===== config.mk =====
export PLATFORM = sky130hd
export DESIGN_NAME = slse_regs
export DESIGN_NICKNAME = d
export VERILOG_FILES = /design/src/rtl/slse_pkg.sv /design/src/rtl/slse_regs.sv
export SDC_FILE = /design/constraint.sdc
export NUM_CORES = 1
export LEC_CHECK = 0
export BUFFER_PORTS_ARGS = -buffer_cell sky130_fd_sc_hd__buf_2
export CORE_MARGIN = 4
export CORE_UTILIZATION = 35
export DETAILED_ROUTE_END_ITERATION = 10
export PLACE_DENSITY = 0.72
export REMOVE_ABC_BUFFERS = 1
export SKIP_LAST_GASP = 1
export SLEW_MARGIN = 40
export SYNTH_ARGS = -nofsm -noshare
export SYNTH_HDL_FRONTEND = slang
export SYNTH_SLANG_ARGS = --single-unit

===== constraint.sdc =====
create_clock -name mclk -period 1.7 [get_ports mclk]
set_input_delay 0.17 -clock mclk [delete_from_list [all_inputs] [get_ports mclk]]
set_output_delay 0.17 -clock mclk [all_outputs]
set_load 0.05 [all_outputs]

===== src/rtl/slse_pkg.sv =====
/*
  Package for the serial link status and error register bank: word slots,
  field positions, status codes and error bit positions.
  Assumes a single clock domain and an AHB-Lite register port.
*/
package slse_pkg;

  // ----------------------------------------
  // slot map (word index, byte address = 4*index)
  // ----------------------------------------
  localparam int unsigned NUM_SLOTS = 16;
  localparam logic [5:0] IDX_STATE = 6'h00;
  localparam logic [5:0] IDX_ERROR = 6'h01;
  localparam logic [5:0] IDX_CTRL = 6'h02;
  localparam logic [31:0] BANK_BYTES = 32'h0000_0040;

  // ----------------------------------------
  // interface state field positions
  // ----------------------------------------
  localparam int unsigned PRES_LSB = 0;
  localparam int unsigned RATE_LSB = 4;
  localparam int unsigned PWR_LSB = 8;

  // ----------------------------------------
  // field codes
  // ----------------------------------------
  localparam logic [3:0] PRES_NONE = 4'h0;
  localparam logic [3:0] PRES_NO_COMM = 4'h1;
  localparam logic [3:0] PRES_COMM = 4'h3;
  localparam logic [3:0] PRES_OFFLINE = 4'h4;
  localparam logic [3:0] RATE_NONE = 4'h0;
  localparam logic [3:0] RATE_GEN1 = 4'h1;
  localparam logic [3:0] PWR_NONE = 4'h0;
  localparam logic [3:0] PWR_ACTIVE = 4'h1;
  localparam logic [3:0] PWR_PARTIAL = 4'h2;
  localparam logic [3:0] PWR_SLUMBER = 4'h6;

  // ----------------------------------------
  // error accumulator bit positions
  // ----------------------------------------
  localparam int unsigned ERR_REC_INTEG = 0;
  localparam int unsigned ERR_REC_COMM = 1;
  localparam int unsigned ERR_TRANSIENT = 8;
  localparam int unsigned ERR_PERSIST = 9;
  localparam int unsigned ERR_PROTOCOL = 10;
  localparam int unsigned ERR_INTERNAL = 11;
  localparam int unsigned DG_PHY_UP_CHG = 16;
  localparam int unsigned DG_PHY_INT = 17;
  localparam int unsigned DG_WAKE = 18;
  localparam int unsigned DG_DECODE = 19;
  localparam int unsigned DG_DISPARITY = 20;
  localparam int unsigned DG_CRC = 21;
  localparam int unsigned DG_HANDSHAKE = 22;
  localparam int unsigned DG_LINK_SEQ = 23;
  localparam int unsigned DG_TRANS_STATE = 24;
  localparam int unsigned DG_UNK_FRAME = 25;
  localparam logic [31:0] ERR_IMPL_MASK = 32'h03ff_0f03;
  localparam logic [31:0] ERR_RESET = 32'h0000_0000;

  // ----------------------------------------
  // types
  // ----------------------------------------
  typedef enum logic [1:0]
  {
    AHB_IDLE = 2'b00,
    AHB_BUSY = 2'b01,
    AHB_NONSEQ = 2'b10,
    AHB_SEQ = 2'b11
  } slse_htrans_t;

  // live condition from phy and power logic
  typedef struct packed
  {
    logic [3:0] presence;
    logic [3:0] rate;
    logic [3:0] power;
  } slse_live_t;

  // one-cycle event indications from phy, link and transport
  typedef struct packed
  {
    logic rec_integ;
    logic rec_comm;
    logic transient;
    logic persist;
    logic protocol;
    logic internal;
    logic phy_int;
    logic wake;
    logic decode;
    logic disparity;
    logic crc;
    logic handshake;
    logic link_seq;
    logic trans_state;
    logic unk_frame;
  } slse_events_t;

endpackage


===== src/rtl/slse_regs.sv =====
/*
  Serial link status and error register bank, AHB-Lite slave.
  Assumes live state and events come synchronous to mclk from the
  phy, link and transport logic; the control slot lives elsewhere.
*/
// The placing of the registers and the AHB-Lite interface to the registers were left to the implementer.
`timescale 1ns/10ps

module slse_regs
(
  input wire logic mclk,
  input wire logic sys_rst,
  input wire logic hsel,
  input wire logic [31:0] haddr,
  input wire logic [1:0] htrans,
  input wire logic hwrite,
  input wire logic [2:0] hsize,
  input wire logic [31:0] hwdata,
  input wire logic hready,
  output logic [31:0] hrdata,
  output logic hreadyout,
  output logic hresp,
  input wire slse_pkg::slse_live_t live_state,
  input wire slse_pkg::slse_events_t err_events,
  input wire logic phy_up_signal,
  input wire logic phy_down_signal,
  input wire logic [31:0] ctrl_rdata,
  output logic ctrl_wr,
  output logic [31:0] ctrl_wdata
);

  // ----------------------------------------
  // address phase capture
  // ----------------------------------------
  logic wr_pend_q;
  logic [3:0] wr_idx_q;
  logic [3:0] rd_idx;
  logic addr_valid;
  logic in_bank;
  logic [31:0] state_word;
  logic [31:0] err_q;
  logic [31:0] err_set;
  logic [31:0] err_clr;
  logic phy_up_q;
  logic phy_down_q;
  logic [31:0] rd_d;

  // only word aligned addresses inside the 16-word window hit the bank
  assign in_bank = (haddr < slse_pkg::BANK_BYTES) && (haddr[1:0] == 2'b00);
  assign addr_valid = hsel && hready && htrans[1] && in_bank;
  assign rd_idx = haddr[5:2];

  // zero wait states: every data phase completes in one cycle
  assign hreadyout = 1'b1;
  assign hresp = 1'b0;

  always_ff @(posedge mclk)
  begin
    if (sys_rst)
    begin
      wr_pend_q <= 1'b0;
      wr_idx_q <= 4'h0;
    end
    else
    begin
      wr_pend_q <= addr_valid && hwrite;
      wr_idx_q <= rd_idx;
    end
  end

  // ----------------------------------------
  // live interface state
  // ----------------------------------------
  // no storage: the word is built from live inputs when read
  always_comb
  begin
    state_word = 32'h0000_0000;
    state_word[slse_pkg::PRES_LSB +: 4] = live_state.presence;
    state_word[slse_pkg::RATE_LSB +: 4] = live_state.rate;
    state_word[slse_pkg::PWR_LSB +: 4] = live_state.power;
  end

  // ----------------------------------------
  // error accumulator
  // ----------------------------------------
  always_ff @(posedge mclk)
  begin
    if (sys_rst)
    begin
      phy_up_q <= 1'b0;
      phy_down_q <= 1'b0;
    end
    else
    begin
      phy_up_q <= phy_up_signal;
      phy_down_q <= phy_down_signal;
    end
  end

  always_comb
  begin
    err_set = 32'h0000_0000;
    err_set[slse_pkg::ERR_PERSIST] = err_events.persist;
    err_set[slse_pkg::ERR_INTERNAL] = err_events.internal;
    err_set[slse_pkg::ERR_REC_INTEG] = err_events.rec_integ;
    // a phy-down episode that ends counts as a recovered loss
    err_set[slse_pkg::ERR_REC_COMM] = err_events.rec_comm | (phy_down_q & ~phy_down_signal);
    err_set[slse_pkg::ERR_PROTOCOL] = err_events.protocol;
    err_set[slse_pkg::ERR_TRANSIENT] = err_events.transient;
    err_set[slse_pkg::DG_DECODE] = err_events.decode;
    err_set[slse_pkg::DG_DISPARITY] = err_events.disparity;
    err_set[slse_pkg::DG_CRC] = err_events.crc;
    err_set[slse_pkg::DG_HANDSHAKE] = err_events.handshake;
    err_set[slse_pkg::DG_UNK_FRAME] = err_events.unk_frame;
    err_set[slse_pkg::DG_PHY_UP_CHG] = phy_up_q ^ phy_up_signal;
    err_set[slse_pkg::DG_WAKE] = err_events.wake;
    err_set[slse_pkg::DG_PHY_INT] = err_events.phy_int;
    err_set[slse_pkg::DG_LINK_SEQ] = err_events.link_seq;
    err_set[slse_pkg::DG_TRANS_STATE] = err_events.trans_state;
  end

  // write-one-to-clear; only the accumulator slot clears
  assign err_clr = (wr_pend_q && (wr_idx_q == slse_pkg::IDX_ERROR[3:0])) ? hwdata
                                                                          : 32'h0000_0000;

  always_ff @(posedge mclk)
  begin
    if (sys_rst)
      err_q <= slse_pkg::ERR_RESET;
    else
      // set applied after clear so a coincident event wins
      err_q <= ((err_q & ~err_clr) | err_set) & slse_pkg::ERR_IMPL_MASK;
  end

  // ----------------------------------------
  // control slot pass-through
  // ----------------------------------------
  assign ctrl_wr = wr_pend_q && (wr_idx_q == slse_pkg::IDX_CTRL[3:0]);
  assign ctrl_wdata = hwdata;

  // ----------------------------------------
  // read data
  // ----------------------------------------
  // sampled at the address phase so data stands in the next cycle
  always_comb
  begin
    rd_d = 32'h0000_0000;
    if (addr_valid && !hwrite)
    begin
      case (rd_idx)
        slse_pkg::IDX_STATE[3:0]: rd_d = state_word;
        slse_pkg::IDX_ERROR[3:0]: rd_d = err_q;
        slse_pkg::IDX_CTRL[3:0]: rd_d = ctrl_rdata;
        default: rd_d = 32'h0000_0000;
      endcase
    end
  end

  always_ff @(posedge mclk)
  begin
    if (sys_rst)
      hrdata <= 32'h0000_0000;
    else
      hrdata <= rd_d;
  end

  // ----------------------------------------
  // checks
  // ----------------------------------------
  property p_sticky;
    @(posedge mclk) disable iff (sys_rst)
    (err_q[slse_pkg::ERR_PERSIST] && !err_clr[slse_pkg::ERR_PERSIST])
      |=> err_q[slse_pkg::ERR_PERSIST];
  endproperty
  a_sticky: assert property (p_sticky) else $error("sticky bit dropped");

  property p_w1c;
    @(posedge mclk) disable iff (sys_rst)
    (wr_pend_q && wr_idx_q == 4'h1 && hwdata[slse_pkg::DG_CRC] && !err_events.crc)
      |=> !err_q[slse_pkg::DG_CRC];
  endproperty
  a_w1c: assert property (p_w1c) else $error("write one did not clear");

  property p_set_wins;
    @(posedge mclk) disable iff (sys_rst)
    (err_clr[slse_pkg::ERR_PROTOCOL] && err_events.protocol) |=> err_q[slse_pkg::ERR_PROTOCOL];
  endproperty
  a_set_wins: assert property (p_set_wins) else $error("event lost to clear");

  property p_reset_clear;
    @(posedge mclk) sys_rst |=> (err_q == 32'h0000_0000);
  endproperty
  a_reset_clear: assert property (p_reset_clear) else $error("reset left errors");

  property p_reserved_zero;
    @(posedge mclk) disable iff (sys_rst)
    (err_q & ~slse_pkg::ERR_IMPL_MASK) == 32'h0000_0000;
  endproperty
  a_reserved_zero: assert property (p_reserved_zero) else $error("reserved bit set");

  property p_state_read;
    @(posedge mclk) disable iff (sys_rst)
    (addr_valid && !hwrite && rd_idx == 4'h0)
      |=> (hrdata == {20'h00000, $past(live_state.power), $past(live_state.rate),
                      $past(live_state.presence)});
  endproperty
  a_state_read: assert property (p_state_read) else $error("state read mismatch");

  property p_rsvd_read;
    @(posedge mclk) disable iff (sys_rst)
    (addr_valid && !hwrite && rd_idx > 4'h2) |=> (hrdata == 32'h0000_0000);
  endproperty
  a_rsvd_read: assert property (p_rsvd_read) else $error("reserved slot nonzero");

  property p_phy_toggle;
    @(posedge mclk) disable iff (sys_rst)
    (phy_up_q != phy_up_signal) |=> err_q[slse_pkg::DG_PHY_UP_CHG];
  endproperty
  a_phy_toggle: assert property (p_phy_toggle) else $error("phy change missed");

  property p_state_wr;
    @(posedge mclk) disable iff (sys_rst)
    (wr_pend_q && wr_idx_q == 4'h0) |-> (err_clr == 32'h0000_0000) && !ctrl_wr;
  endproperty
  a_state_wr: assert property (p_state_wr) else $error("state write had effect");

  // ----------------------------------------
  // checks: event set paths
  // ----------------------------------------
  // each event must show in the accumulator one edge later
  property p_ev_persist;
    @(posedge mclk) disable iff (sys_rst)
    err_events.persist |=> err_q[slse_pkg::ERR_PERSIST];
  endproperty
  a_ev_persist: assert property (p_ev_persist) else $error("persist flag missed");

  property p_ev_internal;
    @(posedge mclk) disable iff (sys_rst)
    err_events.internal |=> err_q[slse_pkg::ERR_INTERNAL];
  endproperty
  a_ev_internal: assert property (p_ev_internal) else $error("internal flag missed");

  property p_ev_rec_integ;
    @(posedge mclk) disable iff (sys_rst)
    err_events.rec_integ |=> err_q[slse_pkg::ERR_REC_INTEG];
  endproperty
  a_ev_rec_integ: assert property (p_ev_rec_integ) else $error("integrity flag missed");

  property p_ev_rec_comm;
    @(posedge mclk) disable iff (sys_rst)
    err_events.rec_comm |=> err_q[slse_pkg::ERR_REC_COMM];
  endproperty
  a_ev_rec_comm: assert property (p_ev_rec_comm) else $error("comm flag missed");

  property p_phy_down_end;
    @(posedge mclk) disable iff (sys_rst)
    (phy_down_q && !phy_down_signal) |=> err_q[slse_pkg::ERR_REC_COMM];
  endproperty
  a_phy_down_end: assert property (p_phy_down_end) else $error("regained link missed");

  property p_ev_protocol;
    @(posedge mclk) disable iff (sys_rst)
    err_events.protocol |=> err_q[slse_pkg::ERR_PROTOCOL];
  endproperty
  a_ev_protocol: assert property (p_ev_protocol) else $error("protocol flag missed");

  property p_ev_transient;
    @(posedge mclk) disable iff (sys_rst)
    err_events.transient |=> err_q[slse_pkg::ERR_TRANSIENT];
  endproperty
  a_ev_transient: assert property (p_ev_transient) else $error("transient flag missed");

  property p_ev_decode;
    @(posedge mclk) disable iff (sys_rst)
    err_events.decode |=> err_q[slse_pkg::DG_DECODE];
  endproperty
  a_ev_decode: assert property (p_ev_decode) else $error("decode flag missed");

  property p_ev_disparity;
    @(posedge mclk) disable iff (sys_rst)
    err_events.disparity |=> err_q[slse_pkg::DG_DISPARITY];
  endproperty
  a_ev_disparity: assert property (p_ev_disparity) else $error("disparity flag missed");

  property p_ev_crc;
    @(posedge mclk) disable iff (sys_rst)
    err_events.crc |=> err_q[slse_pkg::DG_CRC];
  endproperty
  a_ev_crc: assert property (p_ev_crc) else $error("crc flag missed");

  property p_ev_handshake;
    @(posedge mclk) disable iff (sys_rst)
    err_events.handshake |=> err_q[slse_pkg::DG_HANDSHAKE];
  endproperty
  a_ev_handshake: assert property (p_ev_handshake) else $error("handshake flag missed");

  property p_ev_unk_frame;
    @(posedge mclk) disable iff (sys_rst)
    err_events.unk_frame |=> err_q[slse_pkg::DG_UNK_FRAME];
  endproperty
  a_ev_unk_frame: assert property (p_ev_unk_frame) else $error("frame type flag missed");

  property p_ev_wake;
    @(posedge mclk) disable iff (sys_rst)
    err_events.wake |=> err_q[slse_pkg::DG_WAKE];
  endproperty
  a_ev_wake: assert property (p_ev_wake) else $error("wake flag missed");

  property p_ev_phy_int;
    @(posedge mclk) disable iff (sys_rst)
    err_events.phy_int |=> err_q[slse_pkg::DG_PHY_INT];
  endproperty
  a_ev_phy_int: assert property (p_ev_phy_int) else $error("phy internal flag missed");

  property p_ev_link_seq;
    @(posedge mclk) disable iff (sys_rst)
    err_events.link_seq |=> err_q[slse_pkg::DG_LINK_SEQ];
  endproperty
  a_ev_link_seq: assert property (p_ev_link_seq) else $error("link sequence flag missed");

  property p_ev_trans_state;
    @(posedge mclk) disable iff (sys_rst)
    err_events.trans_state |=> err_q[slse_pkg::DG_TRANS_STATE];
  endproperty
  a_ev_trans_state: assert property (p_ev_trans_state) else $error("transport flag missed");

  // ----------------------------------------
  // checks: bus side
  // ----------------------------------------
  property p_err_read;
    @(posedge mclk) disable iff (sys_rst)
    (addr_valid && !hwrite && rd_idx == 4'h1)
      |=> (hrdata == $past(err_q));
  endproperty
  a_err_read: assert property (p_err_read) else $error("error read mismatch");

  property p_ctrl_wr;
    @(posedge mclk) disable iff (sys_rst)
    (addr_valid && hwrite && rd_idx == 4'h2) |=> ctrl_wr;
  endproperty
  a_ctrl_wr: assert property (p_ctrl_wr) else $error("control write lost");

  property p_okay;
    @(posedge mclk) disable iff (sys_rst)
    hreadyout && !hresp;
  endproperty
  a_okay: assert property (p_okay) else $error("bus response not okay");

  property p_outside_read;
    @(posedge mclk) disable iff (sys_rst)
    (hsel && hready && htrans[1] && !hwrite && !in_bank) |=> (hrdata == 32'h0000_0000);
  endproperty
  a_outside_read: assert property (p_outside_read) else $error("outside read nonzero");

  // ----------------------------------------
  // covers
  // ----------------------------------------
  c_clear: cover property (@(posedge mclk) err_q[slse_pkg::DG_CRC] ##1 !err_q[slse_pkg::DG_CRC]);
  c_read_err: cover property (@(posedge mclk) addr_valid && !hwrite && rd_idx == 4'h1);
  c_coincide: cover property (@(posedge mclk) err_clr[slse_pkg::ERR_PROTOCOL] && err_events.protocol);
  c_phy_change: cover property (@(posedge mclk) phy_up_q != phy_up_signal);
  c_state_write: cover property (@(posedge mclk) wr_pend_q && wr_idx_q == 4'h0);

endmodule


==> reports/results.ini <==
[cts]
clkTransAtPathRegs_ps=90
cts_buffers=5
post_cts.repair.setup_buffers=0
holdBufCountCts=0
cts_resized=4
cts-root-buf=clkbuf_8
insertion_delay_ps=300
cts_sinks=55
cts.path.max_buffers=2
cts-htree-levels=2
cts_tree=done

[global_route]
grt_most_used_layer=met2
grtUsageTotal=0.165
met2_usage=0.277
grt_pass1_vias=2261
grt_pass1_wl_um=11100
gr-usage-met1=0.191
grt_antenna_before_repair=0
grt_util_met3=0.0729
grt_max_degree=34
grt_overflow=0

[power]
p_leak_nw=1.50
ir_worst_vdd_mv=0.422
pwr_density_cell_nw_per_um2=802

[synth]
synth_top_area_share=0.426
yosys.area.top_type=dfxtp_1
postSynthCellCount=262
yosysSeqAreaShare=0.426
syn_avg_cell_area_um2=9.88
ys_seq_elements=55
ys_types=28
synth.area.top_cells=dfxtp_1 43%, buf_4 10%, nor4_2 8.2%
netlist_area_um2=2590
yosys_warnings=0

[routing]
via_count=2357
antenna_left=0
drcViolationCount=0
viasPerCell=4.81
drt-total-wl_um=7600
firstDrtPassIters=4
drt_iter0_markers=56
wl_per_cell_um=15.5

[hold_path]
min_path_type=input pin to flip-flop
hold_path_depth=2
hold_end=hrdata[16]
hold_path.startpoint=hwrite

[worst_setup_path]
crit_cells=3
critPathLaunchType=flip-flop
rr_endpoint=err_q[0]
r2r-start=wr_idx_q[0]
endpoint_kind=output pin
r2r_slack_ps=370
worstPathArrival_ps=1450
path_cells=or3b_4 > nor3b_2 > buf_6
cp_top_family=simple AND/OR/NAND/NOR gates
crit_slowest_cell=or3b_4
reg2reg_depth=2
critPathMaxStageDelay_ps=410
cp.buffers_inverters=1
crit_type=flip-flop to output pin
crit_fanout=3
required_ps=1530

[layout]
mostFrequentLayoutCells=162 x buf_2, 55 x dfxtp_1, 19 x nor2b_1
multiInputGateArea_um2=1150
seq_area_um2=1100
final_common_cell=buf_2
syn2layout_area_growth_pct=32.6
num-nets-final=525
drive_gt1_frac=0.555
antennaDiodeCount=0
fillers=702
fin_cells=490

[timing]
finalSetupViolations=0
fin_crit_ps=1620
tightest_slew_ps=683
fin_ws_ps=83.3
final_max_slew_viol_count=0
skew_ps=5.77
rsz0062_at_grt=no
fin_crit_sh=0.951
setup_tns_ps=0
slew_headroom=0.542
final-hold-violation-count=0
fmax_ghz=0.619

[floorplanning]
io_pins=202
core_area_um2=7210
die_w_um=94.0
die_area_um2=8830
floorplan.rows=31
die_h_um=94.0
start_util=0.359

[placement]
dp_cells=482
place_congestion=0.692
dp_slack_ps=239
dpl.hpwl_um=5900
portBuffers=163

[job]
drv_cap=0

[status]
status=finished, final reports clean

==> sequential cells by signal, summed over array words and instances, names as in the netlist <==
name	cells
phy_up_q	1
hrdata	32
err_q	16
phy_down_q	1
wr_idx_q	4
wr_pend_q	1
==> per-stage QoR <==
stage / utilization / power, mW / hold WS (ps) / instance area (µm²)
6_report: 0.476 / 2.75 / 81.6 / 3430
5_1_grt: 0.476 / 2.88 / 71.9 / 3430
4_1_cts: 0.476 / 2.79 / 69.2 / 3430
3_5_place_dp: 0.455 / 1.78 / 340 / 3280
3_3_place_gp: 0.455 / 1.78 / 340 / 3280
2_1_floorplan: - / 1.48 / 237 / 2230
==> cells in the mapped netlist <==
cell	number
a21oi_1	3
a22oi_1	16
a311oi_1	14
and4b_1	1
buf_2	7
buf_4	35
buf_6	2
clkbuf_1	9
clkinv_1	1
conb_1	2
dfxtp_1	55
inv_1	1
mux2_2	12
nand2_1	2
nand3_1	16
nand4_1	1
nand4_2	1
nor2_1	15
nor2b_1	20
nor3_1	18
nor3b_1	2
nor4_1	6
nor4_2	17
nor4b_2	1
nor4b_4	1
o31ai_1	2
or3b_2	1
xnor2_1	1
==> where the power goes <==
part	total (mW)	internal (mW)	leakage (nW)	switching, mW
Sequential	1.34	1.32	0.450	0.0198
Combinational	0.410	0.184	0.983	0.226
Clock	0.998	0.589	0.0654	0.410
Total	2.75	2.10	1.50	0.656
==> worst reg2reg max path, cell delays in order, from the launching register on <==
cell      delay (ps)
dfxtp_1          380
nor2b_2          600
a311oi_1         200
==> worst max-delay path by stage <==
stage,from,endpoint,slack [ps]
2_1_floorplan,wr_idx_q[3],ctrl_wr,-410
3_3_place_gp,wr_idx_q[0],err_q[23],110
3_5_place_dp,wr_idx_q[3],ctrl_wr,240
4_1_cts,wr_idx_q[3],ctrl_wr,70
5_1_grt,wr_idx_q[3],ctrl_wr,30
6_report,wr_idx_q[3],ctrl_wr,80
==> final cells by class <==
class                           count  area share
Inverter                            2     0.00219
Sequential cell                    55       0.321
Tap cell                           99      0.0361
Timing Repair Buffer              174       0.267
Clock buffer                        6      0.0212
Multi-Input combinational cell    152       0.335
Clock inverter                      2      0.0175
==> kinds of logic after synthesis <==
| family | count (synthesis) | synth area share |
|---|---|---|
| muxes | 12 | 0.0522 |
| buffers and inverters | 55 | 0.140 |
| and+or+nand+nor | 102 | 0.271 |
| other | 2 | 0.00290 |
| AOI/OAI and AO/OA | 35 | 0.105 |
| DFF | 55 | 0.426 |
| xor gates and xnor gates | 1 | 0.00339 |
==> routing by layer <==
metal | up-vias | wire (µm)
li1 | 1173 | -
met1 | 1053 | 3010
met2 | 121 | 3600
met3 | 8 | 887
met4 | 2 | 53
met5 | - | 47
Power figures use the tool's default switching activity.
